### config.mk
export PLATFORM = sky130hd
export DESIGN_NAME = radio_fe_ctrl
export DESIGN_NICKNAME = d
export VERILOG_FILES = /design/src/hw/radio_fe_pkg.sv /design/src/hw/radio_fe_ctrl.sv
export SDC_FILE = /design/constraint.sdc
export NUM_CORES = 1
export LEC_CHECK = 0
export BUFFER_PORTS_ARGS = -buffer_cell sky130_fd_sc_hd__buf_2
export CAP_MARGIN = 40
export CORE_ASPECT_RATIO = 1.2
export CORE_MARGIN = 3
export CORE_UTILIZATION = 40
export CTS_BUF_LIST = sky130_fd_sc_hd__clkbuf_16
export CTS_CLUSTER_SIZE = 40
export DETAILED_ROUTE_END_ITERATION = 16
export PLACE_DENSITY = 0.66
export SETUP_SLACK_MARGIN = 0.2
export SLEW_MARGIN = 20
export SYNTH_ARGS = -nofsm -noshare
export SYNTH_HDL_FRONTEND = slang
export SYNTH_SLANG_ARGS = --single-unit
### constraint.sdc
create_clock -name aclk -period 4.95 [get_ports aclk]
set_input_delay 0.2475 -clock aclk [delete_from_list [all_inputs] [get_ports aclk]]
set_output_delay 0.2475 -clock aclk [all_outputs]
set_load 0.02 [all_outputs]
### src/hw/radio_fe_pkg.sv
// Constants, register map and carrier types of the radio front-end control.
// Assumes a single 10 MHz clock and an AXI4-Lite master with 32-bit data.
// What this block and its host do
// RQ1 - Deviation equals step times fourteen-bit word
// RQ2 - Host keeps deviation plus half rate bounded
// RQ3 - Host programs deviation above the minimum
// RQ4 - On-off keying: amplifier on for ones
// RQ5 - FSK shaping selects one of three filters
// RQ6 - Pace each needed bit; host follows pacing
// RQ7 - Shaped on-off keying ramps bias smoothly
// RQ8 - Host restarts transmitter after shaping change
// RQ9 - Enables 100: first amplifier, -18 dBm base
// RQ10 - Enables 010: second amplifier, -18 dBm base
// RQ11 - Enables 011 normal: combined, -14 dBm base
// RQ12 - Enables 011 high power: -11 dBm base
// RQ13 - Host writes high-power tuning values
// RQ14 - Host restores tuning for receive, first amp
// RQ15 - Host adjusts or disables current limit
// RQ16 - Current clamp is 45 plus 5 per trim
// RQ17 - One bit selects 50 or 200 ohms
// RQ18 - Gain code zero lets gain loop choose
// RQ19 - Codes one to six force fixed gains
// RQ20 - Step is crystal over two to nineteen
// RQ21 - Host avoids reserved enable and gain codes
package radio_fe_pkg;
	localparam int ADDR_W = 10;
	// Register indices; byte address is four times the index
	localparam logic [7:0] IDX_CURRENT_LIMIT = 8'h13;
	localparam logic [7:0] IDX_TUNE_A = 8'h5a;
	localparam logic [7:0] IDX_TUNE_B = 8'h5c;
	localparam logic [7:0] IDX_DEVIATION = 8'h40;
	localparam logic [7:0] IDX_BIT_RATE = 8'h41;
	localparam logic [7:0] IDX_SHAPING = 8'h42;
	localparam logic [7:0] IDX_AMP_LEVEL = 8'h43;
	localparam logic [7:0] IDX_RX_AMP = 8'h44;
	localparam logic [7:0] IDX_CONTROL = 8'h45;
	localparam logic [7:0] IDX_STATUS = 8'h46;
	// Reset values and the high-power tuning pair
	localparam logic [7:0] RST_CURRENT_LIMIT = 8'h1a;
	localparam logic [7:0] RST_TUNE_A = 8'h55;
	localparam logic [7:0] RST_TUNE_B = 8'h70;
	localparam logic [7:0] HP_TUNE_A = 8'h5d;
	localparam logic [7:0] HP_TUNE_B = 8'h7c;
	localparam logic [7:0] RST_AMP_LEVEL = 8'h9f;
	localparam logic [7:0] RST_RX_AMP = 8'h00;
	localparam logic [13:0] RST_DEVIATION = 14'h0052;
	localparam logic [15:0] RST_BIT_RATE = 16'h0008;
	localparam logic [2:0] RST_CONTROL = 3'h0;
	// Field positions
	localparam int AMP_A_BIT = 7;
	localparam int AMP_B_BIT = 6;
	localparam int AMP_C_BIT = 5;
	localparam int POWER_MSB = 4;
	localparam int OCP_EN_BIT = 4;
	localparam int OCP_TRIM_MSB = 3;
	localparam int ZIN_BIT = 7;
	localparam int CUR_GAIN_LSB = 3;
	localparam int GAIN_SEL_MSB = 2;
	localparam int CTRL_TX_EN = 0;
	localparam int CTRL_OOK = 1;
	localparam int CTRL_CONT = 2;
	// Output power bases in dBm
	localparam logic signed [6:0] BASE_SINGLE_DBM = -7'sh12;
	localparam logic signed [6:0] BASE_COMBINED_DBM = -7'sh0e;
	localparam logic signed [6:0] BASE_HIGH_DBM = -7'sh0b;
	// Current clamp in mA
	localparam logic [7:0] OCP_BASE_MA = 8'h2d;
	localparam logic [7:0] OCP_STEP_MA = 8'h05;
	// Receive gain
	localparam logic [2:0] GAIN_AUTO = 3'h0;
	localparam logic [2:0] GAIN_RESERVED = 3'h7;
	localparam logic [6:1][5:0] GAIN_ATTEN_DB =
		{6'h30, 6'h24, 6'h18, 6'h0c, 6'h06, 6'h00};
	// Shaping slew shifts, on-off ramp and bus response codes
	localparam logic [3:0] SLEW_SHIFT_BT1 = 4'h2;
	localparam logic [3:0] SLEW_SHIFT_BT05 = 4'h3;
	localparam logic [3:0] SLEW_SHIFT_BT03 = 4'h4;
	localparam logic [7:0] BIAS_FULL = 8'hff;
	localparam logic [7:0] BIAS_STEP = 8'h10;
	localparam logic [1:0] RESP_OKAY = 2'h0;
	localparam logic [1:0] RESP_SLVERR = 2'h2;

	typedef enum logic [1:0] {
		SHAPE_NONE = 2'b00,
		SHAPE_BT1 = 2'b01,
		SHAPE_BT05 = 2'b10,
		SHAPE_BT03 = 2'b11
	} shaping_t;

	typedef enum logic {
		TX_IDLE = 1'b0,
		TX_RUN = 1'b1
	} tx_state_t;

	typedef struct packed {
		logic drive_a;
		logic drive_b;
		logic drive_c;
		logic reserved;
		logic high_power;
		logic signed [6:0] power_dbm;
	} amp_route_t;

	typedef struct packed {
		logic zin_200;
		logic reserved;
		logic [2:0] gain_step;
		logic [5:0] atten_db;
	} rx_front_t;
endpackage

### src/hw/radio_fe_ctrl.sv
// Transmit modulation, amplifier and receive front-end control with
// an AXI4-Lite register slave. Assumes one clock, synchronous inputs,
// and an external gain loop that reports its chosen step.
//
// The implementer's own choice: register access over AXI4-Lite.
`timescale 1ns/100ps
`default_nettype none
module radio_fe_ctrl
(
	// Clock and reset
	input wire logic aclk,
	input wire logic aresetn,
	// AXI4-Lite write
	input wire logic [radio_fe_pkg::ADDR_W-1:0] s_axi_awaddr,
	input wire logic s_axi_awvalid,
	output logic s_axi_awready,
	input wire logic [31:0] s_axi_wdata,
	input wire logic [3:0] s_axi_wstrb,
	input wire logic s_axi_wvalid,
	output logic s_axi_wready,
	output logic [1:0] s_axi_bresp,
	output logic s_axi_bvalid,
	input wire logic s_axi_bready,
	// AXI4-Lite read
	input wire logic [radio_fe_pkg::ADDR_W-1:0] s_axi_araddr,
	input wire logic s_axi_arvalid,
	output logic s_axi_arready,
	output logic [31:0] s_axi_rdata,
	output logic [1:0] s_axi_rresp,
	output logic s_axi_rvalid,
	input wire logic s_axi_rready,
	// Bit stream from the microcontroller
	input wire logic tx_data,
	output logic bit_pacing_clock,
	// Synthesizer and amplifiers
	output logic signed [14:0] divider_offset,
	output logic [7:0] amp_bias,
	output logic [2:0] amp_drive,
	output radio_fe_pkg::amp_route_t amp_route,
	output logic ocp_enable,
	output logic [7:0] current_limit_ma,
	// Receive front end
	input wire logic [2:0] agc_gain_step,
	output radio_fe_pkg::rx_front_t rx_front
);
	logic aw_hold_r, w_hold_r, bvalid_r, rvalid_r;
	logic [radio_fe_pkg::ADDR_W-1:0] awaddr_r;
	logic [31:0] wdata_r, rdata_r;
	logic [3:0] wstrb_r;
	logic [1:0] bresp_r, rresp_r;
	logic [7:0] ocp_r, tune_a_r, tune_b_r, amp_level_r, rx_amp_r;
	logic [13:0] dev_r;
	logic [15:0] bit_rate_r;
	radio_fe_pkg::shaping_t shape_r;
	logic [2:0] ctrl_r;
	radio_fe_pkg::tx_state_t tx_state_r;
	logic [15:0] pace_cnt_r;
	logic pace_pulse_r, tx_bit_r;
	logic signed [14:0] freq_r, freq_nxt;
	logic [7:0] bias_r, bias_nxt;
	logic [2:0] drive_r;
	radio_fe_pkg::amp_route_t route_r, route_nxt;
	radio_fe_pkg::rx_front_t rx_r, rx_nxt;
	logic [7:0] ocp_ma_r;
	logic wr_go, pace_tick, gauss_cont, ook_mode, running;
	logic [7:0] wr_idx, rd_idx;
	logic [15:0] wmask, rd_cur16, wr_val;
	logic [31:0] rd_val, wr_view;
	logic rd_hit, wr_hit;

	assign s_axi_awready = !aw_hold_r && !bvalid_r;
	assign s_axi_wready = !w_hold_r && !bvalid_r;
	assign s_axi_bvalid = bvalid_r;
	assign s_axi_bresp = bresp_r;
	assign s_axi_arready = !rvalid_r;
	assign s_axi_rvalid = rvalid_r;
	assign s_axi_rdata = rdata_r;
	assign s_axi_rresp = rresp_r;

	assign wr_go = aw_hold_r && w_hold_r && !bvalid_r;
	assign wr_idx = awaddr_r[radio_fe_pkg::ADDR_W-1:2];
	assign rd_idx = s_axi_araddr[radio_fe_pkg::ADDR_W-1:2];
	assign wmask = {{8{wstrb_r[1]}}, {8{wstrb_r[0]}}};

	// Register read view, shared by read mux and write merge
	function automatic logic [31:0] reg_view(input logic [7:0] idx);
		logic [31:0] v;
		v = 32'h0000_0000;
		unique case (idx)
			radio_fe_pkg::IDX_CURRENT_LIMIT: v[7:0] = ocp_r;
			radio_fe_pkg::IDX_TUNE_A: v[7:0] = tune_a_r;
			radio_fe_pkg::IDX_TUNE_B: v[7:0] = tune_b_r;
			radio_fe_pkg::IDX_DEVIATION: v[13:0] = dev_r;
			radio_fe_pkg::IDX_BIT_RATE: v[15:0] = bit_rate_r;
			radio_fe_pkg::IDX_SHAPING: v[1:0] = shape_r;
			radio_fe_pkg::IDX_AMP_LEVEL: v[7:0] = amp_level_r;
			radio_fe_pkg::IDX_RX_AMP:
			begin
				v[7:0] = rx_amp_r;
				v[radio_fe_pkg::CUR_GAIN_LSB+:3] = rx_r.gain_step;
			end
			radio_fe_pkg::IDX_CONTROL: v[2:0] = ctrl_r;
			radio_fe_pkg::IDX_STATUS:
				v[11:0] = {rx_r.reserved, route_r.reserved, tx_bit_r,
					tx_state_r, bias_r};
			default: v = 32'h0000_0000;
		endcase
		return v;
	endfunction

	function automatic logic is_mapped(input logic [7:0] idx);
		return idx == radio_fe_pkg::IDX_CURRENT_LIMIT ||
			idx == radio_fe_pkg::IDX_TUNE_A ||
			idx == radio_fe_pkg::IDX_TUNE_B ||
			(idx >= radio_fe_pkg::IDX_DEVIATION &&
			idx <= radio_fe_pkg::IDX_STATUS);
	endfunction

	// Procedural so the view follows the registers the function reads
	always_comb
	begin
		rd_val = reg_view(rd_idx);
		wr_view = reg_view(wr_idx);
	end
	assign rd_hit = is_mapped(rd_idx);
	assign wr_hit = is_mapped(wr_idx);
	assign rd_cur16 = wr_view[15:0];
	// Read-only bits come back from the live view, so they cannot stick
	assign wr_val = (rd_cur16 & ~wmask) | (wdata_r[15:0] & wmask);

	// Address and data may arrive in either order; each is held alone
	always_ff @(posedge aclk)
	begin
		if (!aresetn)
		begin
			aw_hold_r <= 1'b0;
			w_hold_r <= 1'b0;
			awaddr_r <= '0;
			wdata_r <= 32'h0000_0000;
			wstrb_r <= 4'h0;
		end
		else
		begin
			if (s_axi_awvalid && s_axi_awready)
			begin
				aw_hold_r <= 1'b1;
				awaddr_r <= s_axi_awaddr;
			end
			else if (wr_go)
				aw_hold_r <= 1'b0;
			if (s_axi_wvalid && s_axi_wready)
			begin
				w_hold_r <= 1'b1;
				wdata_r <= s_axi_wdata;
				wstrb_r <= s_axi_wstrb;
			end
			else if (wr_go)
				w_hold_r <= 1'b0;
		end
	end

	always_ff @(posedge aclk)
	begin
		if (!aresetn)
		begin
			bvalid_r <= 1'b0;
			bresp_r <= radio_fe_pkg::RESP_OKAY;
		end
		else if (wr_go)
		begin
			bvalid_r <= 1'b1;
			bresp_r <= wr_hit ? radio_fe_pkg::RESP_OKAY :
				radio_fe_pkg::RESP_SLVERR;
		end
		else if (s_axi_bready)
			bvalid_r <= 1'b0;
	end

	always_ff @(posedge aclk)
	begin
		if (!aresetn)
		begin
			rvalid_r <= 1'b0;
			rdata_r <= 32'h0000_0000;
			rresp_r <= radio_fe_pkg::RESP_OKAY;
		end
		else if (s_axi_arvalid && s_axi_arready)
		begin
			rvalid_r <= 1'b1;
			rdata_r <= rd_val;
			rresp_r <= rd_hit ? radio_fe_pkg::RESP_OKAY :
				radio_fe_pkg::RESP_SLVERR;
		end
		else if (s_axi_rready)
			rvalid_r <= 1'b0;
	end

	// Configuration registers
	always_ff @(posedge aclk)
	begin
		if (!aresetn)
		begin
			ocp_r <= radio_fe_pkg::RST_CURRENT_LIMIT;
			tune_a_r <= radio_fe_pkg::RST_TUNE_A;
			tune_b_r <= radio_fe_pkg::RST_TUNE_B;
			dev_r <= radio_fe_pkg::RST_DEVIATION;
			bit_rate_r <= radio_fe_pkg::RST_BIT_RATE;
			shape_r <= radio_fe_pkg::SHAPE_NONE;
			amp_level_r <= radio_fe_pkg::RST_AMP_LEVEL;
			rx_amp_r <= radio_fe_pkg::RST_RX_AMP;
			ctrl_r <= radio_fe_pkg::RST_CONTROL;
		end
		else if (wr_go)
		begin
			unique case (wr_idx)
				radio_fe_pkg::IDX_CURRENT_LIMIT: ocp_r <= wr_val[7:0];
				radio_fe_pkg::IDX_TUNE_A: tune_a_r <= wr_val[7:0];
				radio_fe_pkg::IDX_TUNE_B: tune_b_r <= wr_val[7:0];
				radio_fe_pkg::IDX_DEVIATION: dev_r <= wr_val[13:0];
				radio_fe_pkg::IDX_BIT_RATE: bit_rate_r <= wr_val;
				radio_fe_pkg::IDX_SHAPING:
					shape_r <= radio_fe_pkg::shaping_t'(wr_val[1:0]);
				radio_fe_pkg::IDX_AMP_LEVEL: amp_level_r <= wr_val[7:0];
				radio_fe_pkg::IDX_RX_AMP:
					rx_amp_r <= {wr_val[7:6], 3'h0, wr_val[2:0]};
				radio_fe_pkg::IDX_CONTROL: ctrl_r <= wr_val[2:0];
				default: ;
			endcase
		end
	end

	assign ook_mode = ctrl_r[radio_fe_pkg::CTRL_OOK];
	assign running = tx_state_r == radio_fe_pkg::TX_RUN;
	assign gauss_cont = ctrl_r[radio_fe_pkg::CTRL_CONT] && !ook_mode &&
		shape_r != radio_fe_pkg::SHAPE_NONE;
	assign pace_tick = running && pace_cnt_r == 16'h0000;

	// Dropping the enable is the restart that clears the shaping state
	always_ff @(posedge aclk)
	begin
		if (!aresetn)
			tx_state_r <= radio_fe_pkg::TX_IDLE;
		else
			tx_state_r <= ctrl_r[radio_fe_pkg::CTRL_TX_EN] ?
				radio_fe_pkg::TX_RUN : radio_fe_pkg::TX_IDLE; // RQ8
	end

	// Bit pacing at bit_rate_r clocks per bit; zero acts as one
	always_ff @(posedge aclk)
	begin
		if (!aresetn)
		begin
			pace_cnt_r <= 16'h0000;
			pace_pulse_r <= 1'b0;
			tx_bit_r <= 1'b0;
		end
		else
		begin
			if (!running || pace_cnt_r == 16'h0000)
				pace_cnt_r <= (bit_rate_r == 16'h0000) ? 16'h0000 :
					bit_rate_r - 16'h0001;
			else
				pace_cnt_r <= pace_cnt_r - 16'h0001;
			pace_pulse_r <= pace_tick && gauss_cont; // RQ6
			if (!ctrl_r[radio_fe_pkg::CTRL_CONT] || gauss_cont)
			begin
				if (pace_tick)
					tx_bit_r <= tx_data; // RQ6
			end
			else
				tx_bit_r <= tx_data;
		end
	end
	assign bit_pacing_clock = pace_pulse_r;

	// FSK: offset of plus or minus the word; shaping limits the slew
	always_comb
	begin
		logic signed [14:0] target;
		logic [13:0] slew;
		logic signed [15:0] diff, slew16, stepped;
		slew = 14'h0000;
		diff = 16'sh0000;
		slew16 = 16'sh0000;
		stepped = 16'sh0000;
		target = tx_bit_r ? $signed({1'b0, dev_r}) :
			-$signed({1'b0, dev_r}); // RQ1
		unique case (shape_r) // RQ5
			radio_fe_pkg::SHAPE_BT1: slew = dev_r >> radio_fe_pkg::SLEW_SHIFT_BT1;
			radio_fe_pkg::SHAPE_BT05: slew = dev_r >> radio_fe_pkg::SLEW_SHIFT_BT05;
			radio_fe_pkg::SHAPE_BT03: slew = dev_r >> radio_fe_pkg::SLEW_SHIFT_BT03;
			radio_fe_pkg::SHAPE_NONE: slew = dev_r;
		endcase
		if (slew == 14'h0000)
			slew = 14'h0001;
		slew16 = $signed({2'b00, slew});
		diff = $signed({target[14], target}) - $signed({freq_r[14], freq_r});
		if (diff > slew16)
			stepped = $signed({freq_r[14], freq_r}) + slew16;
		else if (diff < -slew16)
			stepped = $signed({freq_r[14], freq_r}) - slew16;
		else
			stepped = $signed({target[14], target});
		if (!running || ook_mode)
			freq_nxt = 15'sh0000;
		else if (shape_r == radio_fe_pkg::SHAPE_NONE)
			freq_nxt = target; // RQ1
		else
			freq_nxt = stepped[14:0]; // RQ5
	end

	// On-off keying bias: step, or ramp by BIAS_STEP when shaped
	always_comb
	begin
		bias_nxt = 8'h00;
		if (running && ook_mode)
		begin
			if (shape_r == radio_fe_pkg::SHAPE_NONE)
				bias_nxt = tx_bit_r ? radio_fe_pkg::BIAS_FULL : 8'h00; // RQ4
			else if (tx_bit_r)
				bias_nxt = (bias_r > radio_fe_pkg::BIAS_FULL -
					radio_fe_pkg::BIAS_STEP) ? radio_fe_pkg::BIAS_FULL :
					bias_r + radio_fe_pkg::BIAS_STEP; // RQ7
			else
				bias_nxt = (bias_r < radio_fe_pkg::BIAS_STEP) ? 8'h00 :
					bias_r - radio_fe_pkg::BIAS_STEP; // RQ7
		end
		else if (running)
			bias_nxt = radio_fe_pkg::BIAS_FULL;
	end

	// Amplifier selection and power; tuning pair marks high power
	always_comb
	begin
		logic [2:0] en;
		logic [6:0] lvl;
		en = amp_level_r[radio_fe_pkg::AMP_A_BIT:radio_fe_pkg::AMP_C_BIT];
		lvl = {2'b00, amp_level_r[radio_fe_pkg::POWER_MSB:0]};
		route_nxt = '0;
		route_nxt.high_power = tune_a_r == radio_fe_pkg::HP_TUNE_A &&
			tune_b_r == radio_fe_pkg::HP_TUNE_B;
		unique case (en)
			3'b100:
			begin
				route_nxt.drive_a = 1'b1; // RQ9
				route_nxt.power_dbm = radio_fe_pkg::BASE_SINGLE_DBM +
					$signed(lvl); // RQ9
			end
			3'b010:
			begin
				route_nxt.drive_b = 1'b1; // RQ10
				route_nxt.power_dbm = radio_fe_pkg::BASE_SINGLE_DBM +
					$signed(lvl); // RQ10
			end
			3'b011:
			begin
				route_nxt.drive_b = 1'b1; // RQ11
				route_nxt.drive_c = 1'b1; // RQ11
				route_nxt.power_dbm = (route_nxt.high_power ?
					radio_fe_pkg::BASE_HIGH_DBM :
					radio_fe_pkg::BASE_COMBINED_DBM) + $signed(lvl); // RQ12
			end
			default: route_nxt.reserved = 1'b1;
		endcase
	end

	// Receive front end: auto gain, forced steps, reserved holds max
	always_comb
	begin
		logic [2:0] sel;
		sel = rx_amp_r[radio_fe_pkg::GAIN_SEL_MSB:0];
		rx_nxt = '0;
		rx_nxt.zin_200 = rx_amp_r[radio_fe_pkg::ZIN_BIT]; // RQ17
		if (sel == radio_fe_pkg::GAIN_AUTO)
			rx_nxt.gain_step = agc_gain_step; // RQ18
		else if (sel == radio_fe_pkg::GAIN_RESERVED)
		begin
			rx_nxt.reserved = 1'b1;
			rx_nxt.gain_step = 3'h1;
		end
		else
			rx_nxt.gain_step = sel; // RQ19
		if (rx_nxt.gain_step == 3'h0 || rx_nxt.gain_step == 3'h7)
			rx_nxt.atten_db = 6'h00;
		else
			rx_nxt.atten_db = radio_fe_pkg::GAIN_ATTEN_DB[rx_nxt.gain_step];
	end

	always_ff @(posedge aclk)
	begin
		if (!aresetn)
		begin
			freq_r <= 15'sh0000;
			bias_r <= 8'h00;
			drive_r <= 3'h0;
			route_r <= '0;
			rx_r <= '0;
			ocp_ma_r <= radio_fe_pkg::OCP_BASE_MA;
		end
		else
		begin
			freq_r <= freq_nxt;
			bias_r <= bias_nxt;
			route_r <= route_nxt;
			rx_r <= rx_nxt;
			drive_r <= (running && bias_nxt != 8'h00) ?
				{route_nxt.drive_a, route_nxt.drive_b, route_nxt.drive_c} :
				3'h0; // RQ4
			ocp_ma_r <= radio_fe_pkg::OCP_BASE_MA + radio_fe_pkg::OCP_STEP_MA *
				{4'h0, ocp_r[radio_fe_pkg::OCP_TRIM_MSB:0]}; // RQ16
		end
	end

	// Offset counts synthesizer steps; the fraction is applied downstream
	assign divider_offset = freq_r; // RQ20
	assign amp_bias = bias_r;
	assign amp_drive = drive_r;
	assign amp_route = route_r;
	assign ocp_enable = ocp_r[radio_fe_pkg::OCP_EN_BIT];
	assign current_limit_ma = ocp_ma_r;
	assign rx_front = rx_r;
endmodule
`default_nettype wire

==> impl_results.md <==
- Data required time of the worst path: 5310 ps
- Via density: 5.79
- Leakage dissipation: 6.57 nW
- Initial antenna violation count: 0
- Post-route ant nets: 0
- Clock sinks: 195
- Met3 wire len: 2640 um
- Clk buf depth: 2
- Fill cell count: 3,072
- Slowest-stage cell, CP: dfxtp_2
- WL met1: 17,500 um
- Die area: 34,900 um^2
- Reg clk slew, reported paths: 70 ps
- Worst reg-to-reg path cell count: 23
- Largest net degree at the start of global routing: 65
- Critical path type: reg2reg
- Cell count of the worst hold path: 3
- H-Tree Depth: 4
- Fmax achieved: 216 MHz
- Sequential share of the synthesized area: 0.299
- Chip height: 204 um
- R2R setup slack: 310 ps
- Pwr per Cell Area: 211 nW/um^2
- Crit path cell chain: inv_1 -> ha_2 -> mux2_2 -> ha_1 -> nor2b_2 -> o2111ai_2 -> and3_4 -> nor2_4 -> a21oi_1 -> nor2b_1 -> nor2_1 -> xnor2_1 -> ha_1 -> a21o_1 -> a21oi_1 -> o21ai_1 -> a221oi_2 -> o32a_1 -> a21o_1 -> buf_6 -> mux2i_2 -> o41ai_2 -> o31ai_1
- Endpoints failing hold: 0
- CTS root buffer: clkbuf_16
- Reg2reg start: dev_r[1]
- RR Endpoint: divider_offset[12]
- Register area: 3920 um^2
- First-pass GRT wire length: 66,000 um
- Max transition margin: 0.391
- Hold EP: awaddr_r[3]
- Worst EP arrival: 5000 ps
- Syn Inst Count: 1,668
- Top post-synthesis cells by count: nor2_1, dfxtp_1, nand2_1, a21oi_1, ha_1
- Initial Util: 0.411
- Largest cells by area after synthesis: dfxtp_1, ha_1, nor2_1
- Number of synthesized register bits: 195
- Netlist Area Pre-Place: 13,100 um^2
- Yosys top cell area share: 0.299
- Total core area: 31,800 um^2
- Vias in the first global route: 12,400
- Placement Rows: 71
- Antenna diodes: 0
- PortBufs: 125
- Hold slack: 29.7 ps
- Avg Inst Size Synth: 7.83 um^2
- Drt pass-1 iters: 8
- WL met2: 20,700 um
- Final setup viols: 0
- Crit-path max FO: 3
- Fraction of layout cells with a size suffix above 1: 0.199
- Via Count: 13,000
- Max-capacitance violation count: 0
- Status: finished clean
- Cell Area, Placed: 14,400 um^2
- RSZ-0062 raised after global routing: true
- Synth area leader: dfxtp_1
- Synth Flop Type: dfxtp_1
- TritonCTS clock tree: built
- Top Layer Used: met4
- Crit path launch type: register
- Die width: 171 um
- GRT Total Usage: 0.238
- Final Cell Area: 15,500 um^2
- Nets: 1,994
- Synth unique cells: 80
- EDFF count, synth: 0
- Period utilisation layout: 0.937
- Footprint of the multi-input gates: 8710 um^2
- Clk_lat worst skew: 450 ps
- Synth warnings: 0
- Max rail drop VDD: 0.000220 V
- WL/cell: 19.0 um
- Clock Skews: 13.1 ps
- Placement-stage worst setup slack: -18.1 ps
- Most frequent cell after synthesis: nor2_1
- IO Pins: 167
- Final max-slew violation count: 0
- Util after Layout: 0.487
- Final worst setup slack: 312 ps
- Final min period: 4640 ps
- Worst-Margin Slew: 914 ps
- Crit-path max cell delay: 320 ps
- Asr flop ratio synth: 0
- Setup crit end kind: register
- Routed Wire Length: 42,500 um
- Placed wire-length estimate: 32,100 um
- Global route overflow: 0
- Startpoint of the worst hold path: s_axi_awaddr[3]
- CTS Buf Count: 17
- Placer congestion estimate: 0.985
- Hold Path Class: in2reg
- Initial drt markers: 1,224
- # DRC: 0
- Syn-to-layout area delta: 18.6%
[repair_timing]
| item | CTS | global route |
|---|---|---|
| pin swaps | 6 | 57 |
| hold endpoints to repair | 1 | 0 |
| buffers inserted | 6 | 20 |
| endpoints found under the setup margin | 15 | 15 |
| gates cloned | 0 | 0 |
| resized for setup | 17 | 82 |
| hold buffers | 1 | 0 |
[state kept, by name (all words and copies together) (netlist names), 10 cells and up]
register and flops:
s_axi_rdata 16, dev_r 14, amp_route 12, bit_rate_r 16, rx_front 10, wdata_r 16, divider_offset 15, pace_cnt_r 16
[worst max path at each step]
stage | startpoint | to | slack (ps) | depth (start not counted)
3_3_place_gp | dev_r[4] | divider_offset[14] | 20 | 22
4_1_cts | dev_r[0] | divider_offset[14] | 180 | 23
6_report | dev_r[1] | divider_offset[12] | 310 | 23
5_1_grt | shape_r[0] | divider_offset[14] | 140 | 21
3_5_place_dp | dev_r[4] | divider_offset[6] | -20 | 22
2_1_floorplan | shape_r[0] | divider_offset[11] | 280 | 22
[where the power goes]
group | internal [W] | switching [W]
clock network | 0.000688 | 0.000645
logic | 0.000101 | 0.000198
registers | 0.00160 | 0.0000296
[cell usage in the layout (no fill, tap or decap), types with 14 or more instances in the layout]
master	netlist	layout
mux2i_1	40	38
ha_1	94	89
inv_1	89	88
a211oi_1	20	17
clkbuf_16	0	17
a31oi_1	22	22
and3_1	18	14
xnor2_1	54	51
nor2_1	203	196
nor3_1	50	47
nand2_1	181	181
a22o_1	14	14
a222oi_1	18	18
nor2b_1	16	15
buf_2	9	130
xor2_1	25	23
dfxtp_1	195	187
nand2b_1	18	18
a21o_1	23	23
o21ai_0	63	54
conb_1	1	20
buf_4	20	99
a21oi_1	136	129
nand3_1	41	39
[kinds of logic after synthesis]
| group | share of synthesized area |
|---|---|
| simple gates | 0.213 |
| other cells | 0.000287 |
| xor+xnor | 0.0542 |
| fa+ha+maj | 0.0977 |
| compound gates | 0.214 |
| mux | 0.0554 |
| buf+inv | 0.0668 |
| flops | 0.299 |
[final cells by class]
cell class                 instances  area share
clock buffer                      17      0.0275
tap                              401      0.0324
timing repair buffer             236      0.0952
multi-input combinational       1287       0.562
inverter                          91      0.0222
clock inverter                    15     0.00759
sequential                       195       0.253
[metrics by stage]
stage	power, W	cells	setup TNS [ps]
after global placement	0.00194	2173	0
after detailed placement	0.00195	2181	-30.9
after floorplan	0.00186	1687	0
after CTS	0.00326	2220	0
after global routing	0.00339	2242	0
final	0.00326	2242	0
[critical path: cells and delay by family (launching register included)]
kind                     cells  cell delay, ps
AO/OA/AOI/OAI               10            1840
XOR/XNOR                     1             170
adder cells (fa/ha/maj)      3             830
buffers and inverters        2             220
flip-flops                   1             320
multiplexers                 2             510
AND/OR/NAND/NOR              5             650
[routing by layer]
layer | up-vias | global-route usage
met4 | 0 | 0.0966
met1 | 6143 | 0.297
met2 | 520 | 0.408
met3 | 110 | 0.0356
li1 | 6217 | -
met5 | - | 0
No activity file was read; power rests on OpenSTA's default activity.
